## src/logic/vih_consts.vh

```
`ifndef VIH_CONSTS_VH
`define VIH_CONSTS_VH

// register byte offsets on the register bus
`define VIH_OFF_IRQ_ENABLE   8'h00
`define VIH_OFF_EXT_ENABLE   8'h04
`define VIH_OFF_PRIORITY     8'h08
`define VIH_OFF_PEND_SET     8'h0C
`define VIH_OFF_PEND_CLR     8'h10
`define VIH_OFF_STATUS       8'h14

// field positions
`define VIH_GLOBAL_EN_BIT    7
`define VIH_STD_EN_COUNT     7
`define VIH_ST_SVC_LO_BIT    0
`define VIH_ST_SVC_HI_BIT    1
`define VIH_ST_CALL_BIT      2
`define VIH_ST_REQ_BIT       3
`define VIH_ST_ID_LSB        8

// reset values
`define VIH_RST_ENABLE       1'b0
`define VIH_RST_PRIORITY     1'b0
`define VIH_RST_PENDING      1'b0

// vector layout and timing in system clocks
`define VIH_VEC_BASE         16'h0003
`define VIH_CALL_CYCLES      3'h5

// bus responses
`define VIH_RESP_OKAY        2'b00
`define VIH_RESP_SLVERR      2'b10

`endif

```

## src/logic/vih_arb.v

```verilog
`timescale 1ns/1ns
// fixed-order arbiter: the lowest source index wins
module vih_arb #(
    parameter N  = 19,
    parameter IW = 5
) (
    input  wire [N-1:0]  req,
    output reg           any,
    output reg  [IW-1:0] idx
);
    integer i;

    // scan from the top so the lowest set index is left standing
    always @* begin
        any = 1'b0;
        idx = {IW{1'b0}};
        for (i = N - 1; i >= 0; i = i - 1) begin
            if (req[i]) begin
                any = 1'b1;
                idx = i[IW-1:0];
            end
        end
    end
endmodule // vih_arb

```

## src/logic/vih_handler.v

```verilog
// How it works
// - source events set pending regardless of enables
// - request only with pending, global and source enable
// - long call issued at instruction boundary, per-source vector
// - saved next address returned on return-from-irq
// - disabled sources never vector
// - some flags hardware-cleared, rest software-cleared except read-only
// - flag still set after return re-requests
// - global enable bit 7 masks every source
// - masked events stay pending until enabled; read-only flags follow the event
// - software set of pending acts as real event
// - one priority bit per source, low default
// - high preempts low; high never preempted
// - higher level first, then fixed index order
// - pending sampled and decoded every clock
// - one detect cycle, five-cycle long call
// - one instruction runs after return before call
// - worst case set by core instruction lengths
// - equal or lower waits for return plus one
// - read-only flags stopped only by global or source enable
//
// Local design decisions: register access over AXI4-Lite and the register addresses.
`timescale 1ns/1ns
`include "vih_consts.vh"
module vih_handler #(
    parameter        N           = 19,
    parameter        ADDR_W      = 8,
    parameter [31:0] HW_CLR_MASK = 32'h0000000F,
    parameter [31:0] RO_MASK     = 32'h00018000
) (
    input  wire              core_clk,
    input  wire              reset_n,
    input  wire [ADDR_W-1:0] s_axi_awaddr,
    input  wire              s_axi_awvalid,
    output wire              s_axi_awready,
    input  wire [31:0]       s_axi_wdata,
    input  wire [3:0]        s_axi_wstrb,
    input  wire              s_axi_wvalid,
    output wire              s_axi_wready,
    output wire [1:0]        s_axi_bresp,
    output wire              s_axi_bvalid,
    input  wire              s_axi_bready,
    input  wire [ADDR_W-1:0] s_axi_araddr,
    input  wire              s_axi_arvalid,
    output wire              s_axi_arready,
    output wire [31:0]       s_axi_rdata,
    output wire [1:0]        s_axi_rresp,
    output wire              s_axi_rvalid,
    input  wire              s_axi_rready,
    input  wire [N-1:0]      src_event,
    input  wire              cpu_instr_done,
    input  wire              cpu_irq_ret,
    input  wire [15:0]       cpu_next_pc,
    output wire              irq_req,
    output wire              long_call_instr,
    output wire [15:0]       vector_addr,
    output wire              call_active,
    output wire              resume_valid,
    output wire [15:0]       resume_pc
);
    localparam IW = 5;

    // bus slave state
    reg              aw_held_reg;
    reg [ADDR_W-1:0] aw_addr_reg;
    reg              w_held_reg;
    reg [31:0]       w_data_reg;
    reg [3:0]        w_strb_reg;
    reg              bvalid_reg;
    reg [1:0]        bresp_reg;
    reg              rvalid_reg;
    reg [31:0]       rdata_reg;
    reg [1:0]        rresp_reg;

    // handler state
    reg              global_reg;
    reg [N-1:0]      en_reg;
    reg [N-1:0]      prio_reg;
    reg [N-1:0]      pend_reg;
    reg [N-1:0]      pend_next;
    reg              cand_valid_reg;
    reg              cand_hi_reg;
    reg [IW-1:0]     cand_idx_reg;
    reg              svc_lo_reg;
    reg              svc_hi_reg;
    reg [15:0]       pc_lo_reg;
    reg [15:0]       pc_hi_reg;
    reg [IW-1:0]     last_id_reg;
    reg [2:0]        call_cnt_reg;
    reg              call_pulse_reg;
    reg [15:0]       vector_reg;
    reg              resume_valid_reg;
    reg [15:0]       resume_pc_reg;
    reg [31:0]       rd_mux;
    reg              rd_hit;

    wire [N-1:0]  eligible;
    wire [N-1:0]  hi_req;
    wire [N-1:0]  lo_req;
    wire          hi_any;
    wire          lo_any;
    wire [IW-1:0] hi_idx;
    wire [IW-1:0] lo_idx;
    wire          take_hi;
    wire          take_lo;
    wire          cand_still;
    wire          cand_allowed;
    wire          commit;
    wire          wr_fire;
    wire          wr_hit;
    wire [31:0]   wmask;
    wire [31:0]   wbits;
    wire [N-1:0]  sw_set;
    wire [N-1:0]  sw_clr;
    wire [N-1:0]  hw_clr;
    wire [N-1:0]  ro_bits;
    wire [15:0]   vec_calc;

    // write address and data are taken in either order, answered once both are held
    assign s_axi_awready = !aw_held_reg && !bvalid_reg;
    assign s_axi_wready  = !w_held_reg && !bvalid_reg;
    assign s_axi_bvalid  = bvalid_reg;
    assign s_axi_bresp   = bresp_reg;
    assign s_axi_arready = !rvalid_reg;
    assign s_axi_rvalid  = rvalid_reg;
    assign s_axi_rdata   = rdata_reg;
    assign s_axi_rresp   = rresp_reg;

    assign wr_fire = aw_held_reg && w_held_reg && !bvalid_reg;
    assign wr_hit  = (aw_addr_reg == `VIH_OFF_IRQ_ENABLE) || (aw_addr_reg == `VIH_OFF_EXT_ENABLE) ||
                     (aw_addr_reg == `VIH_OFF_PRIORITY) || (aw_addr_reg == `VIH_OFF_PEND_SET) ||
                     (aw_addr_reg == `VIH_OFF_PEND_CLR) || (aw_addr_reg == `VIH_OFF_STATUS);
    assign wmask   = {{8{w_strb_reg[3]}}, {8{w_strb_reg[2]}},
                      {8{w_strb_reg[1]}}, {8{w_strb_reg[0]}}};
    assign wbits   = w_data_reg & wmask;

    // software set counts as a genuine event; read-only flags ignore software
    assign ro_bits = RO_MASK[N-1:0];
    assign sw_set  = (wr_fire && aw_addr_reg == `VIH_OFF_PEND_SET) ?
                     (wbits[N-1:0] & ~ro_bits) : {N{1'b0}};
    assign sw_clr  = (wr_fire && aw_addr_reg == `VIH_OFF_PEND_CLR) ?
                     (wbits[N-1:0] & ~ro_bits) : {N{1'b0}};
    assign hw_clr  = commit ? (HW_CLR_MASK[N-1:0] & ({{(N-1){1'b0}}, 1'b1} << cand_idx_reg))
                            : {N{1'b0}};

    // request gating: both the global and the per-source enable must be on
    assign eligible = pend_reg & en_reg & {N{global_reg}};
    assign hi_req   = eligible & prio_reg;
    assign lo_req   = eligible & ~prio_reg;

    vih_arb #(
        .N  (N),
        .IW (IW)
    ) u_arb_hi (
        .req (hi_req),
        .any (hi_any),
        .idx (hi_idx)
    );

    vih_arb #(
        .N  (N),
        .IW (IW)
    ) u_arb_lo (
        .req (lo_req),
        .any (lo_any),
        .idx (lo_idx)
    );

    // a high request beats a low one; nothing preempts a running high routine
    assign take_hi = hi_any && !svc_hi_reg;
    assign take_lo = lo_any && !svc_hi_reg && !svc_lo_reg;

    // recheck at commit so a flag cleared during detection is not vectored
    assign cand_still   = eligible[cand_idx_reg];
    assign cand_allowed = cand_hi_reg ? !svc_hi_reg : (!svc_hi_reg && !svc_lo_reg);
    // the boundary that ends a return never commits, so one more instruction runs
    assign commit = cand_valid_reg && cand_still && cand_allowed && cpu_instr_done &&
                    !cpu_irq_ret && (call_cnt_reg == 3'h0);

    assign vec_calc = `VIH_VEC_BASE + {8'h00, cand_idx_reg, 3'b000};

    assign irq_req         = cand_valid_reg;
    assign long_call_instr = call_pulse_reg;
    assign vector_addr     = vector_reg;
    assign call_active     = (call_cnt_reg != 3'h0);
    assign resume_valid    = resume_valid_reg;
    assign resume_pc       = resume_pc_reg;

    // pending flags: set wins over any clear in the same cycle
    always @* begin
        pend_next = (pend_reg & ~(sw_clr | hw_clr)) | src_event | sw_set;
        pend_next = (pend_next & ~ro_bits) | (src_event & ro_bits);
    end

    // register read decode
    always @* begin
        rd_mux = 32'h00000000;
        rd_hit = 1'b1;
        case (s_axi_araddr)
            `VIH_OFF_IRQ_ENABLE: begin
                rd_mux[`VIH_GLOBAL_EN_BIT] = global_reg;
                rd_mux[`VIH_STD_EN_COUNT-1:0] = en_reg[`VIH_STD_EN_COUNT-1:0];
            end
            `VIH_OFF_EXT_ENABLE: begin
                rd_mux[N-`VIH_STD_EN_COUNT-1:0] = en_reg[N-1:`VIH_STD_EN_COUNT];
            end
            `VIH_OFF_PRIORITY: begin
                rd_mux[N-1:0] = prio_reg;
            end
            `VIH_OFF_PEND_SET, `VIH_OFF_PEND_CLR: begin
                rd_mux[N-1:0] = pend_reg;
            end
            `VIH_OFF_STATUS: begin
                rd_mux[`VIH_ST_SVC_LO_BIT] = svc_lo_reg;
                rd_mux[`VIH_ST_SVC_HI_BIT] = svc_hi_reg;
                rd_mux[`VIH_ST_CALL_BIT] = (call_cnt_reg != 3'h0);
                rd_mux[`VIH_ST_REQ_BIT] = cand_valid_reg;
                rd_mux[`VIH_ST_ID_LSB+IW-1:`VIH_ST_ID_LSB] = last_id_reg;
            end
            default: begin
                rd_hit = 1'b0;
            end
        endcase
    end

    // bus channels
    always @(posedge core_clk or negedge reset_n) begin
        if (!reset_n) begin
            aw_held_reg <= 1'b0;
            aw_addr_reg <= {ADDR_W{1'b0}};
            w_held_reg  <= 1'b0;
            w_data_reg  <= 32'h00000000;
            w_strb_reg  <= 4'h0;
            bvalid_reg  <= 1'b0;
            bresp_reg   <= `VIH_RESP_OKAY;
            rvalid_reg  <= 1'b0;
            rdata_reg   <= 32'h00000000;
            rresp_reg   <= `VIH_RESP_OKAY;
        end else begin
            if (s_axi_awvalid && s_axi_awready) begin
                aw_held_reg <= 1'b1;
                aw_addr_reg <= s_axi_awaddr;
            end
            if (s_axi_wvalid && s_axi_wready) begin
                w_held_reg <= 1'b1;
                w_data_reg <= s_axi_wdata;
                w_strb_reg <= s_axi_wstrb;
            end
            if (wr_fire) begin
                aw_held_reg <= 1'b0;
                w_held_reg  <= 1'b0;
                bvalid_reg  <= 1'b1;
                bresp_reg   <= wr_hit ? `VIH_RESP_OKAY : `VIH_RESP_SLVERR;
            end else if (bvalid_reg && s_axi_bready) begin
                bvalid_reg <= 1'b0;
            end
            if (s_axi_arvalid && s_axi_arready) begin
                rvalid_reg <= 1'b1;
                rdata_reg  <= rd_mux;
                rresp_reg  <= rd_hit ? `VIH_RESP_OKAY : `VIH_RESP_SLVERR;
            end else if (rvalid_reg && s_axi_rready) begin
                rvalid_reg <= 1'b0;
            end
        end
    end

    // enable and priority registers honour byte strobes
    always @(posedge core_clk or negedge reset_n) begin
        if (!reset_n) begin
            global_reg <= `VIH_RST_ENABLE;
            en_reg     <= {N{`VIH_RST_ENABLE}};
            prio_reg   <= {N{`VIH_RST_PRIORITY}};
            pend_reg   <= {N{`VIH_RST_PENDING}};
        end else begin
            pend_reg <= pend_next;
            if (wr_fire && aw_addr_reg == `VIH_OFF_IRQ_ENABLE && w_strb_reg[0]) begin
                global_reg <= w_data_reg[`VIH_GLOBAL_EN_BIT];
                en_reg[`VIH_STD_EN_COUNT-1:0] <= w_data_reg[`VIH_STD_EN_COUNT-1:0];
            end
            if (wr_fire && aw_addr_reg == `VIH_OFF_EXT_ENABLE) begin
                en_reg[N-1:`VIH_STD_EN_COUNT] <=
                    (en_reg[N-1:`VIH_STD_EN_COUNT] & ~wmask[N-`VIH_STD_EN_COUNT-1:0]) |
                    wbits[N-`VIH_STD_EN_COUNT-1:0];
            end
            if (wr_fire && aw_addr_reg == `VIH_OFF_PRIORITY) begin
                prio_reg <= (prio_reg & ~wmask[N-1:0]) | wbits[N-1:0];
            end
        end
    end

    // detection stage: one cycle between a pending flag and a visible request
    always @(posedge core_clk or negedge reset_n) begin
        if (!reset_n) begin
            cand_valid_reg <= 1'b0;
            cand_hi_reg    <= 1'b0;
            cand_idx_reg   <= {IW{1'b0}};
        end else begin
            cand_valid_reg <= take_hi || take_lo;
            cand_hi_reg    <= take_hi;
            cand_idx_reg   <= take_hi ? hi_idx : lo_idx;
        end
    end

    // service levels, saved return addresses and the long call itself
    always @(posedge core_clk or negedge reset_n) begin
        if (!reset_n) begin
            svc_lo_reg       <= 1'b0;
            svc_hi_reg       <= 1'b0;
            pc_lo_reg        <= 16'h0000;
            pc_hi_reg        <= 16'h0000;
            last_id_reg      <= {IW{1'b0}};
            call_cnt_reg     <= 3'h0;
            call_pulse_reg   <= 1'b0;
            vector_reg       <= 16'h0000;
            resume_valid_reg <= 1'b0;
            resume_pc_reg    <= 16'h0000;
        end else begin
            call_pulse_reg   <= commit;
            resume_valid_reg <= 1'b0;
            if (call_cnt_reg != 3'h0) begin
                call_cnt_reg <= call_cnt_reg - 3'h1;
            end
            if (commit) begin
                vector_reg   <= vec_calc;
                last_id_reg  <= cand_idx_reg;
                call_cnt_reg <= `VIH_CALL_CYCLES;
                if (cand_hi_reg) begin
                    svc_hi_reg <= 1'b1;
                    pc_hi_reg  <= cpu_next_pc;
                end else begin
                    svc_lo_reg <= 1'b1;
                    pc_lo_reg  <= cpu_next_pc;
                end
            end else if (cpu_irq_ret) begin
                // the innermost level returns first, so a preempted low resumes after
                if (svc_hi_reg) begin
                    svc_hi_reg       <= 1'b0;
                    resume_pc_reg    <= pc_hi_reg;
                    resume_valid_reg <= 1'b1;
                end else if (svc_lo_reg) begin
                    svc_lo_reg       <= 1'b0;
                    resume_pc_reg    <= pc_lo_reg;
                    resume_valid_reg <= 1'b1;
                end
            end
        end
    end
endmodule // vih_handler

```

## config.mk

```make
export PLATFORM = sky130hd
export DESIGN_NAME = vih_handler
export DESIGN_NICKNAME = d
export VERILOG_FILES = /design/src/logic/vih_arb.v /design/src/logic/vih_handler.v
export VERILOG_INCLUDE_DIRS = /design/src /design/src/logic
export SDC_FILE = /design/constraint.sdc
export NUM_CORES = 1
export LEC_CHECK = 0
export BUFFER_PORTS_ARGS = -buffer_cell sky130_fd_sc_hd__buf_2
export CAP_MARGIN = 30
export CORE_UTILIZATION = 60
export CTS_CLUSTER_DIAMETER = 100
export CTS_CLUSTER_SIZE = 14
export DETAILED_ROUTE_END_ITERATION = 10
export GPL_ROUTABILITY_DRIVEN = 0
export GPL_TIMING_DRIVEN = 0
export HOLD_SLACK_MARGIN = 0.06
export PLACE_DENSITY = 0.86
export RECOVER_POWER = 50
export SLEW_MARGIN = 20
export SYNTH_ARGS = -nofsm -noshare
export SYNTH_HDL_FRONTEND = slang
export SYNTH_SLANG_ARGS = --single-unit
```

## constraint.sdc

```tcl
create_clock -name core_clk -period 5.88 [get_ports core_clk]
set_input_delay 0.588 -clock core_clk [delete_from_list [all_inputs] [get_ports core_clk]]
set_output_delay 0.588 -clock core_clk [all_outputs]
set_load 0.005 [all_outputs]
```

; ---- Yosys cells after proc, flatten, opt, wreduce, memory -nomap -nowiden
; Index checks and enable logic that the tools add are counted.
[op_classes]
magnitude_cmp = 1
n_reduce_logical = 55
n_mux = 114
n_mul = 0
shifts = 1
add_sub_neg = 2
n_div = 0
eq_ne = 13
n_bitwise = 20
[op_table]
columns = op, count
row1 = $mux 5, 39
row2 = $and 19x19->19, 7
row3 = $mux 1, 60
row4 = $not 19->19, 3
row5 = $or 19x19->19, 3
row6 = $mux 19, 2
row7 = $eq 8x4->1 const B, 4
row8 = $eq 8x5->1 const B, 4
row9 = $mux 16, 2
row10 = $pmux 4 s4, 2
row11 = $logic_and 1x1->1, 24
row12 = $pmux 4 s5, 1
row13 = $or 19x17->19, 1
row14 = $or 19x4->19, 1
row15 = $eq 8x3->1 const B, 2
row16 = $logic_not 8->1, 2
row17 = $reduce_bool 2->1, 7
row18 = $and 12x12->12, 1
row19 = $not 12->12, 1
row20 = $or 12x12->12, 1
row21 = $pmux 6 s2, 1
row22 = $add 2x8->9 const A, 1
row23 = $logic_not 1->1, 7
row24 = $logic_or 1x1->1, 6
row25 = other kinds (17), 24
[totals]
latchBits = 0
elab_cells = 234
inputBits = 96
out_inout_bits = 77
romBits = 0
n_memories = 0
register_bits = 198
mem_bits_rw = 0

; ---- Longest topological paths before layout
; Gate-level depths: netlist of run 1.
[logic_depth]
word_depth = 25
ltp_mapped = 9
mapped_depth_nobuf = 7

; ---- Cells and area by module
; A second synthesis of run 1 with hierarchy kept.
[hier_totals]
hier_cells = 799
hier_area_um2 = 8857.2
[by_module_without_submodules]
columns = module, area_each_um2, n_inst, seq_area_each_um2, cells_each
row1 = vih_handler, 8411.8, 1, 4529.3, 723
row2 = vih_arb, 222.7, 2, 0.0, 38

; ---- Least setup slack after synthesis of run 1
; No wires, ideal clock.
[synth_timing]
path_type = in2reg
from = in cpu_instr_done
to = reg pc_lo_reg[0]
stages = 7
setup_ns = 0.125
path_slack_ns = 3.515
arrival_time_ns = 2.240
required_time_ns = 5.755
path_buffers = 1
cell_sequence = nor4bb_1 -> o21ai_0 -> nor4_4 -> inv_2 -> nor3_4 -> buf_8 -> mux2_4
[synth_between]
elab_chain_len = 4
[synth_lines]
columns = item, line_no
row1 = start: declaration, vih_handler.v:51  ; input wire cpu_instr_done,
row2 = $logic_and 1x1->1 (2 in series), vih_handler.v:177  ; assign commit = cand_valid_reg && cand_still && cand_allowed && cpu_instr_done &&
row3 = $logic_and 1x1->1, vih_handler.v:178  ; !cpu_irq_ret && (call_cnt_reg == 3'h0);
row4 = $reduce_and 2->1 (no line), n/a
row5 = end signal: assignment, vih_handler.v:332  ; pc_lo_reg <= cpu_next_pc;
row6 = end: declaration, vih_handler.v:86  ; reg [15:0] pc_lo_reg;
; Every way passes these cells.
; A chain may end at the register's enable or synchronous reset.

; ---- Worst setup path in the final report of run 1
[layout_timing]
from = reg cand_idx_reg[0]
to = reg pc_lo_reg[13]
[layout_between]
elab_chain_len = 8
[layout_lines]
columns = item, line_no
row1 = start: declaration, vih_handler.v:83  ; reg [IW-1:0] cand_idx_reg;
row2 = start signal: assignment, vih_handler.v:296  ; cand_idx_reg <= {IW{1'b0}};
row3 = start signal: assignment, vih_handler.v:300  ; cand_idx_reg <= take_hi ? hi_idx : lo_idx;
row4 = $bmux 1 s5, vih_handler.v:174  ; assign cand_still = eligible[cand_idx_reg];
row5 = $mux 1 (implied by the code), vih_handler.v:174
row6 = $logic_and 1x1->1 (4 in series), vih_handler.v:177
row7 = $logic_and 1x1->1, vih_handler.v:178
row8 = $reduce_and 2->1 (no line), n/a
; Every way passes these cells. The select of a mux whose other input is x is not followed.

==> metrics.txt, run 1 <==
WP data arrival 3.31 ns; share of flip-flops with an asynchronous set or reset 100%; Top FF cell, synth dfrtp_1; clk root buf clkbuf_16; Final Hold Fails 0; TritonCTS clock tree done; Layout area overhead 17.8%; Initial Utilization 62.4%; peak supply drop 0.253 mV; syn_area_per_cell 11.5 sq um; port bufs 133; run status finished clean; initial antenna violation count 0; YS warnings 0; clock slew at reported path FFs 0.07 ns; unrepaired setup endpoints after global routing false; kind of critical path reg2reg; DIE WIDTH 123 um; DP HPWL 15.6 mm; final hold slack 0.141 ns; period utilization 50.9%; combinational family with the most area after synthesis multiplexers; vias in the first global route 6751; Longest Clk Path Bufs 2; Post-CTS Resized 0; actual slew at the worst max-slew pin 1.04 ns; max_cap viols 0; TritonRoute pass-1 iters 6; first-pass GRT wire length 34.3 mm; reg2reg setup slack 2.88 ns; Post-Synth Simple-Gate Area 13.9%; flops & latches, synth 181; synthesized area 8770 sq um; crit path max fanout 10; Tot Pwr 3.17 mW; worst hold path class in2async; mux contribution to synthesized area 16.4%; number of synthesized flops with an enable pin 0; placed cell areas 9780 sq um; share of layout cells above drive strength 1 32.9%; Vias 7008; die footprint 15100 sq um; min cycle time layout 3.00 ns; Routed WL 21.7 mm; hold buffer count at cts 0; worst relative slew slack 30.3%; clock latency on the worst-skew pair 0.43 ns; remaining antenna violation count after routing 0; CP Capture Type flop; Worst Path Required 6.19 ns; Std-Cell Rows 43; Int Power 2.27 mW; drt wl/cell 19.1 um; clock power share 34.2%; gr ovfl total 0; crit start category flop; Finished Cell Area 10300 sq um; Static Leak 4.88 nW; total CTS buffers 17; pin count of the biggest net entering global routing 100; fin util 73.6%; clock sink total 181; post-synthesis compound-gate area fraction 13.1%; Seq/Total Area, Yosys 51.7%; P_sw 897 uW; Initial DRC Count 897; Net Sw Frac 28.3%; drc violations 0; Logic pwr share 15.1%; Setup Viol. Count Final 0; sequential power share 50.7%; Ports 173; buffer count from post-CTS setup fixing 0; Max Transition Viols Final 0; via/cell ratio 6.19; CORE AREA 14000 sq um; FMAX 334 MHz; PD cells 307 nW/um^2; Die Y 123 um; Yosys cell types 74; final net count 1038; ant diodes 0; clk_skew 0.00845 ns; xor/xnor share of the synthesized area 0%; Cells after Synth 764; Setup TNS 0 ns; adder-cell area share of the yosys netlist 0.285%; H-tree Lvls 4; GRT Util Overall 30.3%
[layout make-up]
type,count,area [sq um]
multi-input cells,534,3920
clock inverters,11,103
clock buffers,21,460
fillers,968,3710
repair buffers,134,693
inverters,17,63.8
flip-flops and latches,181,4530
plain buffers,55,334
well taps,180,225
[routing by layer]
metal	up-vias	wire (um)	global-route usage, %
li1	3150	-	-
met1	3400	9140	42.5
met2	394	9950	46.3
met3	64	2020	7.06
met4	0	551	10.9
met5	-	0	0
[logic make-up (layout without fill, tap and decap cells)]
group                    Yosys count  count (layout)
other                              1              24
flip-flops                       181             181
multiplexers                     127             127
AO/OA/AOI/OAI                    163             163
adder cells (fa/ha/maj)            2               2
buffers and inverters             72             238
AND/OR/NAND/NOR                  218             218
[path summary, 6_finish.rpt]
kind | cells after the start | start | to
setup / recovery | 8 | cand_idx_reg[0]$_DFF_PN0_ | pc_lo_reg[13]$_DFFE_PN0P_
hold / removal | 1 | reset_n | s_axi_bresp[1]$_DFFE_PN0P_
setup reg to reg | 8 | cand_idx_reg[0]$_DFF_PN0_ | pc_lo_reg[13]$_DFFE_PN0P_
hold reg to reg | 1 | s_axi_rdata[3]$_DFFE_PN0P_ | s_axi_rdata[3]$_DFFE_PN0P_
max in group asynchronous | 2 | reset_n | call_cnt_reg[1]$_DFFE_PN0P_
min in group core_clk | 1 | src_event[16] | pend_reg[16]$_DFF_PN0_
[stage by stage]
| stage | worst slack (ns) | std cells |
|---|---|---|
| after CTS | 2.97 | 1133 |
| after global placement | 1.44 | 1100 |
| final | 2.88 | 1133 |
| after detailed placement | 2.97 | 1101 |
| after floorplan | 3.51 | 787 |
| after global routing | 2.80 | 1133 |
[cells in the mapped netlist, types with 6 or more instances]
master	count	area share (%)
and4b_1	8	0.91
nand2b_1	8	0.57
o2111ai_1	6	0.60
mux2_1	9	1.2
mux2i_1	19	2.2
dfrtp_1	181	52
inv_1	15	0.64
nor2_1	28	1.2
mux2_4	9	1.5
buf_4	26	2.2
a21oi_1	21	1.2
a222oi_1	9	1.0
a221o_1	11	1.3
clkbuf_1	16	0.69
nand2_1	82	3.5
mux2_2	90	12
buf_2	9	0.51
nand4_1	24	1.7
o21ai_0	54	3.1
nand4b_1	8	0.80
a21o_1	11	0.94
nand3_1	16	0.91
a22oi_1	14	1.2
[power groups by stage]
stage	Clock [mW]	Combinational, mW	Sequential (mW)
CTS	1.09	0.485	1.60
finish	1.08	0.480	1.61
global route	1.15	0.535	1.63
detailed placement	0	0.482	1.62
global placement	0	0.458	1.61
floorplan	0	0.343	1.56
[worst max-delay path, stage by stage (launching register included)]
cell	delay, ns
dfrtp_1	0.51
buf_2	0.34
inv_1	0.26
o2111ai_1	0.27
and2_1	0.29
o211ai_2	0.20
nor3_4	0.46
buf_8	0.24
mux2_4	0.31
[cells in the final DEF, fill, tap and decap left out, types with 5 or more instances in the layout]
| master | netlist | routed |
|---|---|---|
| clkbuf_1 | 16 | 25 |
| buf_4 | 26 | 26 |
| mux2_1 | 9 | 9 |
| nand4b_1 | 8 | 8 |
| a221o_1 | 11 | 11 |
| nand2_1 | 82 | 82 |
| dfrtp_1 | 181 | 181 |
| nand4_1 | 24 | 24 |
| inv_1 | 15 | 15 |
| and4b_1 | 8 | 8 |
| clkbuf_16 | 0 | 17 |
| nor3_1 | 5 | 5 |
| a222oi_1 | 9 | 9 |
| mux2_2 | 90 | 90 |
| nand2b_1 | 8 | 8 |
| a22oi_1 | 14 | 14 |
| o2111ai_1 | 6 | 6 |
| nand3_1 | 16 | 16 |
| nor2_1 | 28 | 28 |
| mux2_4 | 9 | 9 |
| o21ai_0 | 54 | 54 |
| buf_2 | 9 | 133 |
| conb_1 | 1 | 24 |
| o311ai_0 | 5 | 5 |
| a21oi_1 | 21 | 21 |
| a21o_1 | 11 | 11 |
| mux2i_1 | 19 | 19 |
(Power assumes the default switching activity.)
==> run 2, diff against run 1 <==
--- a/config.mk
+++ b/config.mk
@@ -8,14 +8,14 @@
 export LEC_CHECK = 0
 export BUFFER_PORTS_ARGS = -buffer_cell sky130_fd_sc_hd__buf_2
 export CAP_MARGIN = 30
-export CORE_UTILIZATION = 60
+export CORE_UTILIZATION = 50
 export CTS_CLUSTER_DIAMETER = 100
 export CTS_CLUSTER_SIZE = 14
 export DETAILED_ROUTE_END_ITERATION = 10
 export GPL_ROUTABILITY_DRIVEN = 0
 export GPL_TIMING_DRIVEN = 0
 export HOLD_SLACK_MARGIN = 0.06
-export PLACE_DENSITY = 0.86
+export PLACE_DENSITY = 0.76
 export RECOVER_POWER = 50
 export SLEW_MARGIN = 20
 export SYNTH_ARGS = -nofsm -noshare
==> constraint.sdc (replaced) <==
create_clock -name core_clk -period 2.5 [get_ports core_clk]
set_input_delay 0.25 -clock core_clk [delete_from_list [all_inputs] [get_ports core_clk]]
set_output_delay 0.25 -clock core_clk [all_outputs]
set_load 0.005 [all_outputs]
==> metrics.txt, run 2 (same netlist as run 1, synthesis figures left out) <==
vias in the first global route 6894 (+2.1%); clock slew at reported path FFs 0.06 ns (about the same); crit path max fanout 10 (unchanged); fin util 65.0% (-8.6 points); Final Hold Fails 0 (unchanged); die footprint 18100 sq um (+20%); Setup Viol. Count Final 0 (unchanged); GRT Util Overall 26.2% (-4.1 points); reg2reg setup slack 0.005 ns (-2.88 ns); run status finished clean; clk root buf clkbuf_16; commonest non-fill, non-tap cell in the layout dfrtp_1; TritonCTS clock tree done; Worst Path Required 2.79 ns (-3.40 ns); final net count 1108 (+6.7%); crit path launch global_reg$_DFFE_PN0P_; total CTS buffers 17 (unchanged); Std-Cell Rows 48 (+12%); R2R Path Start global_reg$_DFFE_PN0P_; pin count of the biggest net entering global routing 100 (unchanged); clock sink total 181 (unchanged); crit start category flop; first-pass GRT wire length 36.1 mm (+5.3%); port bufs 133 (unchanged); drt wl/cell 18.7 um (-2.1%); Finished Cell Area 11200 sq um (+8.4%); Vias 7225 (+3.1%); placed cell areas 9840 sq um (+0.58%); Critical Path End cand_idx_reg[1]$_DFF_PN0_; ant diodes 0 (unchanged); clock latency on the worst-skew pair 0.43 ns (about the same); max_cap viols 0 (unchanged); share of layout cells above drive strength 1 31.2% (-1.7 points); kind of critical path reg2reg; Max Transition Viols Final 0 (unchanged); gr ovfl total 0 (unchanged); min cycle time layout 2.49 ns (-0.500 ns); DIE WIDTH 134 um (+9.4%); remaining antenna violation count after routing 0 (unchanged); Die Y 134 um (+9.4%); TritonRoute pass-1 iters 6 (unchanged); Ports 173 (unchanged); DP HPWL 16.2 mm (+3.4%); worst hold path class in2reg; Min-Delay Startpoint s_axi_wdata[8]; FMAX 401 MHz (+20%); initial antenna violation count 0 (unchanged); Setup TNS 0 ns (unchanged); PD cells 683 nW/um^2 (+120%); Routed WL 23.3 mm (+7.6%); worst relative slew slack 12.3% (-18 points); period utilization 99.8% (+49 points); clk_skew 0.00842 ns (-0.0000316 ns); Initial DRC Count 665 (-26%); Static Leak 5.17 nW (+5.9%); CORE AREA 17200 sq um (+23%); Layout area overhead 27.7%; CP Capture Type flop; actual slew at the worst max-slew pin 1.32 ns (+0.272 ns); worst reg2reg endpoint cand_idx_reg[1]$_DFF_PN0_; Initial Utilization 50.9% (-12 points); H-tree Lvls 4 (unchanged); via/cell ratio 5.80 (-6.3%); peak supply drop 0.500 mV (+98%); WP data arrival 2.78 ns (-0.53 ns); most frequent cells in the layout 180 x dfrtp_1, 115 x buf_2, 90 x mux2_2; final hold slack 0.0761 ns (-0.0653 ns); drc violations 0 (unchanged); Longest Clk Path Bufs 2 (unchanged); Reg2Reg Depth 9 (+1)
[run 2: cell count changes in the layout (fill, tap and decap cells not counted), moves of 2 or more]
cell / before / now
clkbuf_4: 0 / 2
clkbuf_1: 25 / 37
clkinvlp_4: 3 / 1
buf_4: 26 / 32
buf_6: 1 / 4
dlygate4sd3_1: 0 / 65
nor4_1: 4 / 2
buf_2: 133 / 115
[run 2: cell type report]
type	count	area, sq um
inverters	17	67.6
fillers	1315	6040
clock buffers	22	474
well taps	225	282
flip-flops and latches	181	4530
multi-input cells	534	4010
plain buffers	53	342
clock inverters	8	101
repair buffers	206	1390
[run 2: worst min path at each step]
stage / to / slack, ns / depth (start not counted)
after CTS: pc_hi_reg[12]$_DFFE_PN0P_ / 0.06 / 2
after global placement: pend_reg[16]$_DFF_PN0_ / 0.36 / 1
after floorplan: async pin / -0.05 / 0
final: w_data_reg[8]$_DFFE_PN0P_ / 0.08 / 2
after global routing: w_data_reg[8]$_DFFE_PN0P_ / 0.06 / 2
after detailed placement: resume_pc[4]$_DFFE_PN0P_ / 0.34 / 1
[run 2: critical path, stage by stage (launching register included)]
cell	delay (ns)
dfrtp_1	0.40
buf_6	0.18
clkbuf_4	0.21
buf_2	0.23
and4b_1	0.24
nor4_1	0.06
o31ai_1	0.26
a21boi_0	0.20
o311ai_0	0.42
mux2i_1	0.15
[run 2: repair_timing]
| action | in CTS | in global routing |
|---|---|---|
| endpoints found under the setup margin | 31 | 49 |
| resized for setup | 6 | 19 |
| endpoints found under the hold margin | 163 | 2 |
| setup buffers | 3 | 4 |
| gates cloned | 0 | 1 |
| pin swaps | 1 | 8 |
| hold buffers | 63 | 2 |
[run 2: per-layer routing]
metal | wire length [um] | GRT usage [%] | vias to the layer above
met3 | 1760 | 5.48 | 56
met5 | 0 | 0 | -
met2 | 11000 | 41.1 | 325
met1 | 9930 | 35.9 | 3536
li1 | - | - | 3308
met4 | 586 | 9.68 | 0
[run 2: metrics by stage]
stage | instances | total power [mW] | worst slack (ns)
3_5_place_dp | 1146 | 4.95 | -0.346
5_1_grt | 1246 | 8.01 | -0.0107
6_report | 1246 | 7.65 | 0.00512
4_1_cts | 1242 | 7.65 | 0.00834
2_1_floorplan | 787 | 4.47 | 0.157
3_3_place_gp | 1145 | 4.88 | -1.65
[run 2: report_power, final]
part	switching, mW	total (mW)	internal [mW]
clock	1.09	2.63	1.54
sequential	0.460	3.78	3.32
combinational	0.571	1.24	0.668
